<file path="config.mk">
export PLATFORM = sky130hd
export DESIGN_NAME = cams_dev_flat
export DESIGN_NICKNAME = d
export VERILOG_FILES = /design/src/shared/cams_pkg.sv /design/src/shared/cams_if.sv /design/src/rtl/cams_dev.sv /design/src/flat_wrapper.sv
export SDC_FILE = /design/constraint.sdc
export NUM_CORES = 2
export LEC_CHECK = 0
export BUFFER_PORTS_ARGS = -buffer_cell sky130_fd_sc_hd__buf_2
export CAP_MARGIN = 20
export CORE_ASPECT_RATIO = 0.8
export CORE_MARGIN = 2
export CORE_UTILIZATION = 50
export CTS_CLUSTER_DIAMETER = 200
export DETAILED_ROUTE_END_ITERATION = 12
export PLACE_DENSITY = 0.68
export SKIP_LAST_GASP = 1
export SLEW_MARGIN = 10
export SYNTH_ARGS = -nofsm -noshare
export SYNTH_HDL_FRONTEND = slang
export SYNTH_SLANG_ARGS = --single-unit
</file>
<file path="constraint.sdc">
create_clock -name i_clock -period 2.3 [get_ports i_clock]
set_input_delay 0.46 -clock i_clock [delete_from_list [all_inputs] [get_ports i_clock]]
set_output_delay 0.46 -clock i_clock [all_outputs]
set_load 0.02 [all_outputs]
</file>
<file path="src/shared/cams_pkg.sv">
// Purpose: Shared constants and types for the content search memory block
// Assumes: One system clock, 10 MHz
// Notes:   Both ends and the interface take their widths from here
`default_nettype none

package cams_pkg;
  // ==========================================================
  // Geometry
  // ==========================================================
  localparam int WORDS = 32;
  localparam int DATA_W = 32;
  localparam int ADDR_W = 5;
  localparam int LANE_W = 16;
  localparam int CLOCK_HZ = 10_000_000;
  localparam int CLOCK_PERIOD_NS = 1_000_000_000 / CLOCK_HZ;

  // ==========================================================
  // Output modes and result halves
  // ==========================================================
  localparam logic MODE_ENCODED = 1'h0;
  localparam logic MODE_UNENCODED = 1'h1;
  localparam logic HALF_LOW = 1'h0;
  localparam logic HALF_HIGH = 1'h1;

  // ==========================================================
  // Reset values
  // ==========================================================
  localparam logic [DATA_W-1:0] DATA_RESET = 32'h0000_0000;
  localparam logic [DATA_W-1:0] CARE_ALL = 32'hffff_ffff;
  localparam logic [ADDR_W-1:0] ADDR_RESET = 5'h00;
  localparam logic [LANE_W-1:0] LANE_RESET = 16'h0000;

  // ==========================================================
  // State machines
  // ==========================================================
  typedef enum logic [2:0] {
    CAMS_WR_IDLE = 3'h1,
    CAMS_WR_CYC2 = 3'h2,
    CAMS_WR_CYC3 = 3'h4
  } cams_wr_state_type;

  typedef enum logic [3:0] {
    CAMS_HS_IDLE = 4'h1,
    CAMS_HS_REQ = 4'h2,
    CAMS_HS_WAIT = 4'h4,
    CAMS_HS_HIGH = 4'h8
  } cams_hs_state_type;
endpackage

`default_nettype wire

</file>
<file path="src/shared/cams_if.sv">
// Purpose: Link between the searching user logic and the search memory
// Assumes: Single clock shared by both ends
// Notes:   Valid/ready on writes and searches, result pulses back
`timescale 1ns/1ps
`default_nettype none

interface cams_if;
  // ==========================================================
  // Write channel
  // ==========================================================
  logic wr_valid;
  logic wr_ready;
  logic [cams_pkg::ADDR_W-1:0] wr_addr;
  logic [cams_pkg::DATA_W-1:0] wr_data;
  logic [cams_pkg::DATA_W-1:0] wr_dont_care;

  // ==========================================================
  // Search channel and result
  // ==========================================================
  logic srch_valid;
  logic srch_ready;
  logic srch_mode;
  logic [cams_pkg::DATA_W-1:0] srch_key;
  logic res_valid;
  logic res_half;
  logic res_found;
  logic res_multi;
  logic [cams_pkg::ADDR_W-1:0] res_addr;
  logic [cams_pkg::LANE_W-1:0] res_vec;

  // Memory end
  modport dev (
    input wr_valid, wr_addr, wr_data, wr_dont_care, srch_valid, srch_mode, srch_key,
    output wr_ready, srch_ready, res_valid, res_half, res_found, res_multi, res_addr,
    output res_vec
  );

  // User logic end
  modport host (
    output wr_valid, wr_addr, wr_data, wr_dont_care, srch_valid, srch_mode, srch_key,
    input wr_ready, srch_ready, res_valid, res_half, res_found, res_multi, res_addr,
    input res_vec
  );
endinterface

`default_nettype wire

</file>
<file path="src/rtl/cams_dev.sv">
// Purpose: 32-word by 32-bit content search memory with per-bit masking
// Assumes: Host holds each request until it is taken
// Notes:   Results are registered; one search in flight at a time
`timescale 1ns/1ps
`default_nettype none

module cams_dev #(
  parameter int WORDS = cams_pkg::WORDS,
  parameter int DATA_W = cams_pkg::DATA_W,
  parameter logic [cams_pkg::WORDS*cams_pkg::DATA_W-1:0] INIT_DATA = '0,
  parameter logic [cams_pkg::WORDS*cams_pkg::DATA_W-1:0] INIT_CARE = '1
) (
  // Clock and reset
  input wire logic i_clock,
  input wire logic i_rst_b,
  // Link to user logic
  cams_if.dev bus
);
  // ==========================================================
  // Elaboration checks
  // ==========================================================
  // Refuse a geometry that two result lanes cannot cover
  if (WORDS != cams_pkg::WORDS || WORDS != 2 * cams_pkg::LANE_W) begin : g_bad_words
    $error("cams_dev: word count must fill two result lanes");
  end
  // Stored width is fixed by the link
  if (DATA_W != cams_pkg::DATA_W) begin : g_bad_width
    $error("cams_dev: word width must match the package");
  end

  // ==========================================================
  // Helper functions
  // ==========================================================
  // Compare a key with one stored word, cleared care bits ignored
  function automatic logic word_hit(input logic [DATA_W-1:0] key,
                                    input logic [DATA_W-1:0] stored,
                                    input logic [DATA_W-1:0] care);
    word_hit = (((key ^ stored) & care) == '0);
  endfunction

  // Lowest matching index
  function automatic logic [cams_pkg::ADDR_W-1:0] first_hit(input logic [WORDS-1:0] vec);
    logic [cams_pkg::ADDR_W-1:0] idx;
    idx = cams_pkg::ADDR_RESET;
    for (int i = WORDS - 1; i >= 0; i--) begin
      if (vec[i]) begin
        idx = cams_pkg::ADDR_W'(i);
      end
    end
    first_hit = idx;
  endfunction

  // More than one bit set
  function automatic logic several(input logic [WORDS-1:0] vec);
    several = ((vec & (vec - 1'b1)) != '0);
  endfunction

  // ==========================================================
  // Storage
  // ==========================================================
  logic [DATA_W-1:0] mem_data_reg [WORDS];
  logic [DATA_W-1:0] mem_care_reg [WORDS];
  cams_pkg::cams_wr_state_type wr_state_reg;
  cams_pkg::cams_wr_state_type wr_state_next;
  logic [cams_pkg::ADDR_W-1:0] wr_addr_reg;
  logic [DATA_W-1:0] wr_data_reg;
  logic [DATA_W-1:0] wr_care_reg;
  logic wr_take;
  logic wr_commit;
  logic [WORDS-1:0] hit_vec;
  logic srch_take;
  logic hold_high_reg;
  logic [cams_pkg::LANE_W-1:0] high_vec_reg;
  logic res_valid_reg;
  logic res_half_reg;
  logic res_found_reg;
  logic res_multi_reg;
  logic [cams_pkg::ADDR_W-1:0] res_addr_reg;
  logic [cams_pkg::LANE_W-1:0] res_vec_reg;

  // ==========================================================
  // Write sequencing
  // ==========================================================
  // Handshake terms
  assign bus.wr_ready = (wr_state_reg == cams_pkg::CAMS_WR_IDLE);
  assign wr_take = bus.wr_valid && bus.wr_ready;
  assign wr_commit = (wr_state_reg == cams_pkg::CAMS_WR_CYC3) ||
                     ((wr_state_reg == cams_pkg::CAMS_WR_CYC2) && (wr_care_reg == '1));

  // Next write state
  always_comb begin
    wr_state_next = wr_state_reg;
    case (wr_state_reg)
      cams_pkg::CAMS_WR_IDLE: begin
        if (wr_take) begin
          wr_state_next = cams_pkg::CAMS_WR_CYC2;
        end
      end
      cams_pkg::CAMS_WR_CYC2: begin
        if (wr_care_reg != '1) begin
          wr_state_next = cams_pkg::CAMS_WR_CYC3;
        end else begin
          wr_state_next = cams_pkg::CAMS_WR_IDLE;
        end
      end
      cams_pkg::CAMS_WR_CYC3: begin
        wr_state_next = cams_pkg::CAMS_WR_IDLE;
      end
      default: begin
        wr_state_next = cams_pkg::CAMS_WR_IDLE;
      end
    endcase
  end

  // Write state register
  always_ff @(posedge i_clock or negedge i_rst_b) begin
    if (!i_rst_b) begin
      wr_state_reg <= cams_pkg::CAMS_WR_IDLE;
    end else begin
      wr_state_reg <= wr_state_next;
    end
  end

  // Latch the taken write
  always_ff @(posedge i_clock or negedge i_rst_b) begin
    if (!i_rst_b) begin
      wr_addr_reg <= cams_pkg::ADDR_RESET;
      wr_data_reg <= cams_pkg::DATA_RESET;
      wr_care_reg <= cams_pkg::CARE_ALL;
    end else if (wr_take) begin
      wr_addr_reg <= bus.wr_addr;
      wr_data_reg <= bus.wr_data;
      wr_care_reg <= ~bus.wr_dont_care;
    end
  end

  // Word store, preloaded from configuration contents
  always_ff @(posedge i_clock or negedge i_rst_b) begin
    if (!i_rst_b) begin
      for (int i = 0; i < WORDS; i++) begin
        mem_data_reg[i] <= INIT_DATA[i*DATA_W +: DATA_W];
        mem_care_reg[i] <= INIT_CARE[i*DATA_W +: DATA_W];
      end
    end else if (wr_commit) begin
      mem_data_reg[wr_addr_reg] <= wr_data_reg;
      mem_care_reg[wr_addr_reg] <= wr_care_reg;
    end
  end

  // ==========================================================
  // Search
  // ==========================================================
  // Compare key with every word at once
  always_comb begin
    hit_vec = '0;
    for (int i = 0; i < WORDS; i++) begin
      hit_vec[i] = word_hit(bus.srch_key, mem_data_reg[i], mem_care_reg[i]);
    end
  end

  // Busy while the upper half is still to be shown
  assign bus.srch_ready = !hold_high_reg;
  assign srch_take = bus.srch_valid && bus.srch_ready;

  // Result registers
  always_ff @(posedge i_clock or negedge i_rst_b) begin
    if (!i_rst_b) begin
      hold_high_reg <= 1'b0;
      high_vec_reg <= cams_pkg::LANE_RESET;
      res_valid_reg <= 1'b0;
      res_half_reg <= cams_pkg::HALF_LOW;
      res_found_reg <= 1'b0;
      res_multi_reg <= 1'b0;
      res_addr_reg <= cams_pkg::ADDR_RESET;
      res_vec_reg <= cams_pkg::LANE_RESET;
    end else if (hold_high_reg) begin
      hold_high_reg <= 1'b0;
      res_valid_reg <= 1'b1;
      res_half_reg <= cams_pkg::HALF_HIGH;
      res_vec_reg <= high_vec_reg;
    end else if (srch_take) begin
      res_valid_reg <= 1'b1;
      res_half_reg <= cams_pkg::HALF_LOW;
      res_found_reg <= (hit_vec != '0);
      res_multi_reg <= several(hit_vec);
      res_addr_reg <= first_hit(hit_vec);
      if (bus.srch_mode == cams_pkg::MODE_UNENCODED) begin
        hold_high_reg <= 1'b1;
        res_vec_reg <= hit_vec[cams_pkg::LANE_W-1:0];
        high_vec_reg <= hit_vec[WORDS-1:cams_pkg::LANE_W];
      end else begin
        res_vec_reg <= cams_pkg::LANE_RESET;
      end
    end else begin
      res_valid_reg <= 1'b0;
    end
  end

  // Result outputs
  assign bus.res_valid = res_valid_reg;
  assign bus.res_half = res_half_reg;
  assign bus.res_found = res_found_reg;
  assign bus.res_multi = res_multi_reg;
  assign bus.res_addr = res_addr_reg;
  assign bus.res_vec = res_vec_reg;
endmodule // cams_dev

`default_nettype wire

</file>
<file path="src/flat_wrapper.sv">
// flat-port wrapper written by rule: the top's interface ports become plain ports
module cams_dev_flat 
#(
  parameter int WORDS = cams_pkg::WORDS,
  parameter int DATA_W = cams_pkg::DATA_W,
  parameter logic [cams_pkg::WORDS*cams_pkg::DATA_W-1:0] INIT_DATA = '0,
  parameter logic [cams_pkg::WORDS*cams_pkg::DATA_W-1:0] INIT_CARE = '1
)
  (i_clock, i_rst_b, bus_wr_valid, bus_wr_addr, bus_wr_data, bus_wr_dont_care, bus_srch_valid, bus_srch_mode, bus_srch_key, bus_wr_ready, bus_srch_ready, bus_res_valid, bus_res_half, bus_res_found, bus_res_multi, bus_res_addr, bus_res_vec);
  cams_if bus_i ();
  input wire logic i_clock;
  input wire logic i_rst_b;
  input wire logic [$bits(bus_i.wr_valid)-1:0] bus_wr_valid;
  input wire logic [$bits(bus_i.wr_addr)-1:0] bus_wr_addr;
  input wire logic [$bits(bus_i.wr_data)-1:0] bus_wr_data;
  input wire logic [$bits(bus_i.wr_dont_care)-1:0] bus_wr_dont_care;
  input wire logic [$bits(bus_i.srch_valid)-1:0] bus_srch_valid;
  input wire logic [$bits(bus_i.srch_mode)-1:0] bus_srch_mode;
  input wire logic [$bits(bus_i.srch_key)-1:0] bus_srch_key;
  output wire logic [$bits(bus_i.wr_ready)-1:0] bus_wr_ready;
  output wire logic [$bits(bus_i.srch_ready)-1:0] bus_srch_ready;
  output wire logic [$bits(bus_i.res_valid)-1:0] bus_res_valid;
  output wire logic [$bits(bus_i.res_half)-1:0] bus_res_half;
  output wire logic [$bits(bus_i.res_found)-1:0] bus_res_found;
  output wire logic [$bits(bus_i.res_multi)-1:0] bus_res_multi;
  output wire logic [$bits(bus_i.res_addr)-1:0] bus_res_addr;
  output wire logic [$bits(bus_i.res_vec)-1:0] bus_res_vec;
  assign bus_i.wr_valid = bus_wr_valid;
  assign bus_i.wr_addr = bus_wr_addr;
  assign bus_i.wr_data = bus_wr_data;
  assign bus_i.wr_dont_care = bus_wr_dont_care;
  assign bus_i.srch_valid = bus_srch_valid;
  assign bus_i.srch_mode = bus_srch_mode;
  assign bus_i.srch_key = bus_srch_key;
  assign bus_wr_ready = bus_i.wr_ready;
  assign bus_srch_ready = bus_i.srch_ready;
  assign bus_res_valid = bus_i.res_valid;
  assign bus_res_half = bus_i.res_half;
  assign bus_res_found = bus_i.res_found;
  assign bus_res_multi = bus_i.res_multi;
  assign bus_res_addr = bus_i.res_addr;
  assign bus_res_vec = bus_i.res_vec;
  cams_dev #(.WORDS(WORDS), .DATA_W(DATA_W), .INIT_DATA(INIT_DATA), .INIT_CARE(INIT_CARE)) u_core (.i_clock(i_clock), .i_rst_b(i_rst_b), .bus(bus_i));
endmodule
</file>
==> results.md <==
* Run status: complete, but fails checks
* Failing checks: setup timing
* Die Area at ~0.2 mm²
* RSZ-0062 raised after global routing: true
* Net Count, Synth at a little under 7000
* GRT Total Usage at 0.2933
* Crit Path Max Fanout at 11
* Most frequent cells in the layout: mux2_2 (2098), dfrtp_1 (1104), dfstp_2 (1057), xor2_1 (1024), a22oi_1 (512)
* CTS tree: built
* Core area at roughly 0.19 mm²
* Worst-case clock buffer depth at 3
* Worst r2r dst: u_core.mem_data_reg[553]
* Clk_skew at about 0.035 ns
* LEAKAGE at around 56 nW
* Mean Syn Cell Area at 14.38 µm²
* Via count at a little under 60000
* Flop pwr share at 0.397
* CTS HTree Levels at 4
* Syn Inst Count at a little under 7000
* FFs w/ async S/R, synth at 1.000
* Period utilisation layout at 1.518
* Peak supply drop at ~0.0015 V
* Post-Syn Area at roughly 0.1 mm²
* Commonest non-fill, non-tap cell in the layout: mux2_2
* Worst skew pair latency at between 0.8 and 0.9 ns
* Hold Path End: u_core.hold_high_reg
* Starting Density at 0.5018
* Pwr dens at between 1000 and 1500 mW/mm²
* Crit Path Class: reg2reg
* Fmax at around 290 MHz
* Number of antenna violations at the first check in global routing at 13
* Top-area cell type share of the netlist area at 0.2843
* Synth warn at 0
* Chip width at approximately 500 µm
* CP max stage cell: dfstp_2
* Sequential element share of the synthesized area at 0.5673
* Worst reg-to-reg path cell count at 13
* EDFF count, synth at 0
* Gr ovfl total at 0
* Final wirelength at slightly below 300 mm
* Clk pwr share at 0.288
* Top cells by area, synth: dfstp_2 (28%), dfrtp_1 (28%), mux2_2 (24%), xor2_1 (9.2%), a22oi_1 (3.9%)
* Reg-to-Reg Start: u_core.wr_care_reg[14]
* Max Cap Viol at 0
* Cell repeated most along the worst path: buf_4
* Drt pass-1 iters at 6
* Nets at roughly 7500
* Final hold violation count at 0
* Vias/cell at 5.882
* Final Max Tran Viols at 0
* Layout fillers at about 15000
* Worst slew margin at 0.2844
* Clk root buf: clkbuf_16
* CTS Sinks at 2162
* Startpoint types: register
* Final core utilization at 0.5928
* Die height at about 400 µm
* Critical Path AT at approximately 4.2 ns
* Std-Cell Rows at 145
* Area growth, synth to finish at 18.13%
* Pwr Total at ~120 mW
* Worst path max stage delay at between 0.5 and 0.6 ns
* Ports at approximately 130
* Worst Max-Slew Pin Slew at ~1.1 ns
* CP endpoint kind: register
* Largest net degree at the start of global routing at 109
* Port Buffers at roughly 130
* Design internal power at ~80 mW
* Worst hold start: bus_srch_mode
* Final setup vio count at 2096
* Global-route wire length before repair at around 430 mm
* Crit path cell chain: nand4_1, nor4_2, buf_4, nand2_4, nor2_4, mux2i_2, buf_4, nor4_4, buf_12, buf_8, nand2_8, clkbuf_16, mux2_2
* Hold Path Cell Cnt at 3
* Yosys cell types at 65
* Wire length per cell at 29.09 µm
* 1st-iter DRT viols at 4776
* Layout cells sized above 1 at 0.5839
* Gate power share at 0.315
* Hold crit path type: in2reg
* Yosys reg bits at about 2200
* Place WS at -1.303 ns
* Post-DP HPWL at around 190 mm
* Setup slack, reg-to-reg at -1.19 ns
* Vias in the first global route at approximately 62000
* Clock-pin transition on the worst setup and hold timing paths at around 0.060 ns
* Critical path required time at roughly 3.0 ns
* Final setup margin at -1.191 ns
* Min Clock Period, post-route at about 3.5 ns
* DRC at 0
* ANT nets after route at 0
* Routability congestion estimate at between 0.9 and 1
* Total CTS buffers at 210
* Dominant cell type by area after synthesis: dfstp_2
* Fin Hold WS at about 0.08 ns
* Sw frac at 0.3507
* Net switching power at approximately 43 mW
* Commonest register cell after synthesis: dfrtp_1
## routing by layer
| layer | vias to the layer above | routed length (µm) | global-route usage |
|---|---|---|---|
| met5 | - | 13 | 0 |
| li1 | 25364 | - | - |
| met1 | 32086 | 132000 | 0.4156 |
| met2 | 1660 | 132800 | 0.4570 |
| met4 | 2 | 11130 | 0.09729 |
| met3 | 420 | 18510 | 0.05341 |
## how the worst max path moves through the flow
stage / endpoint / startpoint / slack (ns) / cells past startpoint
after floorplan: u_core.bus.res_addr[1] / bus_srch_key[30] / -0.49 / 14
after global placement: u_core.bus.res_multi / bus_srch_key[4] / -1.38 / 14
after detailed placement: u_core.bus.res_multi / bus_srch_key[4] / -1.30 / 14
after CTS: u_core.mem_data_reg[171] / u_core.wr_care_reg[7] / -1.07 / 13
after global routing: u_core.mem_data_reg[878] / u_core.wr_care_reg[14] / -1.13 / 13
final: u_core.mem_data_reg[553] / u_core.wr_care_reg[14] / -1.19 / 13
## per-stage QoR
| step | cells | cell area (µm²) | setup TNS, ns |
|---|---|---|---|
| 2_1_floorplan | 6794 | 98760 | -559.20 |
| 3_3_place_gp | 9603 | 106500 | -2395.29 |
| 3_5_place_dp | 9603 | 106500 | -2325.88 |
| 4_1_cts | 10102 | 115100 | -1922.42 |
| 5_1_grt | 10120 | 115400 | -2022.39 |
| 6_report | 10121 | 115400 | -2161.23 |
## what timing repair did
action / 4_1_cts / 5_1_grt
setup endpoints to repair: 2105 / 2108
pin swaps: 4 / 2
cloned: 17 / 12
endpoints found under the hold margin: 358 / 0
resized for setup: 40 / 19
hold buffers: 71 / 0
setup buffers: 11 / 2
## final cells by class
| cell class | instances | area [µm²] | area share |
|---|---|---|---|
| Clock buffer | 327 | 6235 | 0.05403 |
| Inverter | 24 | 90.09 | 0.0007807 |
| Clock inverter | 74 | 848.3 | 0.007351 |
| Timing Repair Buffer | 883 | 9716 | 0.08419 |
| Sequential cell | 2162 | 55430 | 0.4803 |
| Tap cell | 2572 | 3218 | 0.02789 |
| Multi-Input combinational cell | 4073 | 39850 | 0.3453 |
| Antenna cell | 6 | 15.01 | 0.0001301 |
## power by group through the flow
stage               registers, mW  clock network [mW]  logic [mW]
floorplan                    48.6                   0        16.4
global placement             48.9                   0        37.6
detailed placement           49.2                   0        37.8
CTS                          48.6                35.8        38.2
global route                 49.3                37.4        40.3
finish                       48.7                35.3        38.6
## cells by family after synthesis
kind of cell	after synthesis	synth area share
AND/OR/NAND/NOR	334	0.02141
AO/OA/AOI/OAI	612	0.04668
multiplexers	2101	0.2422
XOR/XNOR	1024	0.09181
adder cells (fa/ha/maj)	2	0.0002049
flip-flops	2162	0.5673
buffers and inverters	559	0.03038
## synthesized netlist by cell type (3+ instances only)
| library cell | count |
|---|---|
| nor4_2 | 23 |
| nor3_1 | 7 |
| inv_1 | 24 |
| dfrtp_1 | 1105 |
| a22oi_1 | 512 |
| a22oi_2 | 3 |
| buf_4 | 11 |
| o21ai_0 | 7 |
| nor4_1 | 13 |
| nand2_1 | 47 |
| a31oi_1 | 4 |
| nand4_1 | 134 |
| buf_6 | 81 |
| buf_8 | 4 |
| buf_1 | 7 |
| a21oi_1 | 41 |
| xor2_1 | 1024 |
| a222oi_1 | 16 |
| nor3b_1 | 5 |
| nor2_1 | 69 |
| mux2_2 | 2100 |
| buf_2 | 23 |
| nand4_2 | 4 |
| nor4_4 | 7 |
| dfstp_2 | 1057 |
| clkbuf_1 | 400 |
| nand3_1 | 4 |
| buf_12 | 9 |
| o31ai_1 | 4 |
## worst max-delay path, delay by kind of cell (launching register included)
kind | cells | cell delay (ns)
buffers and inverters | 5 | 0.94
DFF | 1 | 0.54
and+or+nand+nor | 6 | 1.46
muxes | 2 | 0.37
No activity file was read; power rests on OpenSTA's default activity.
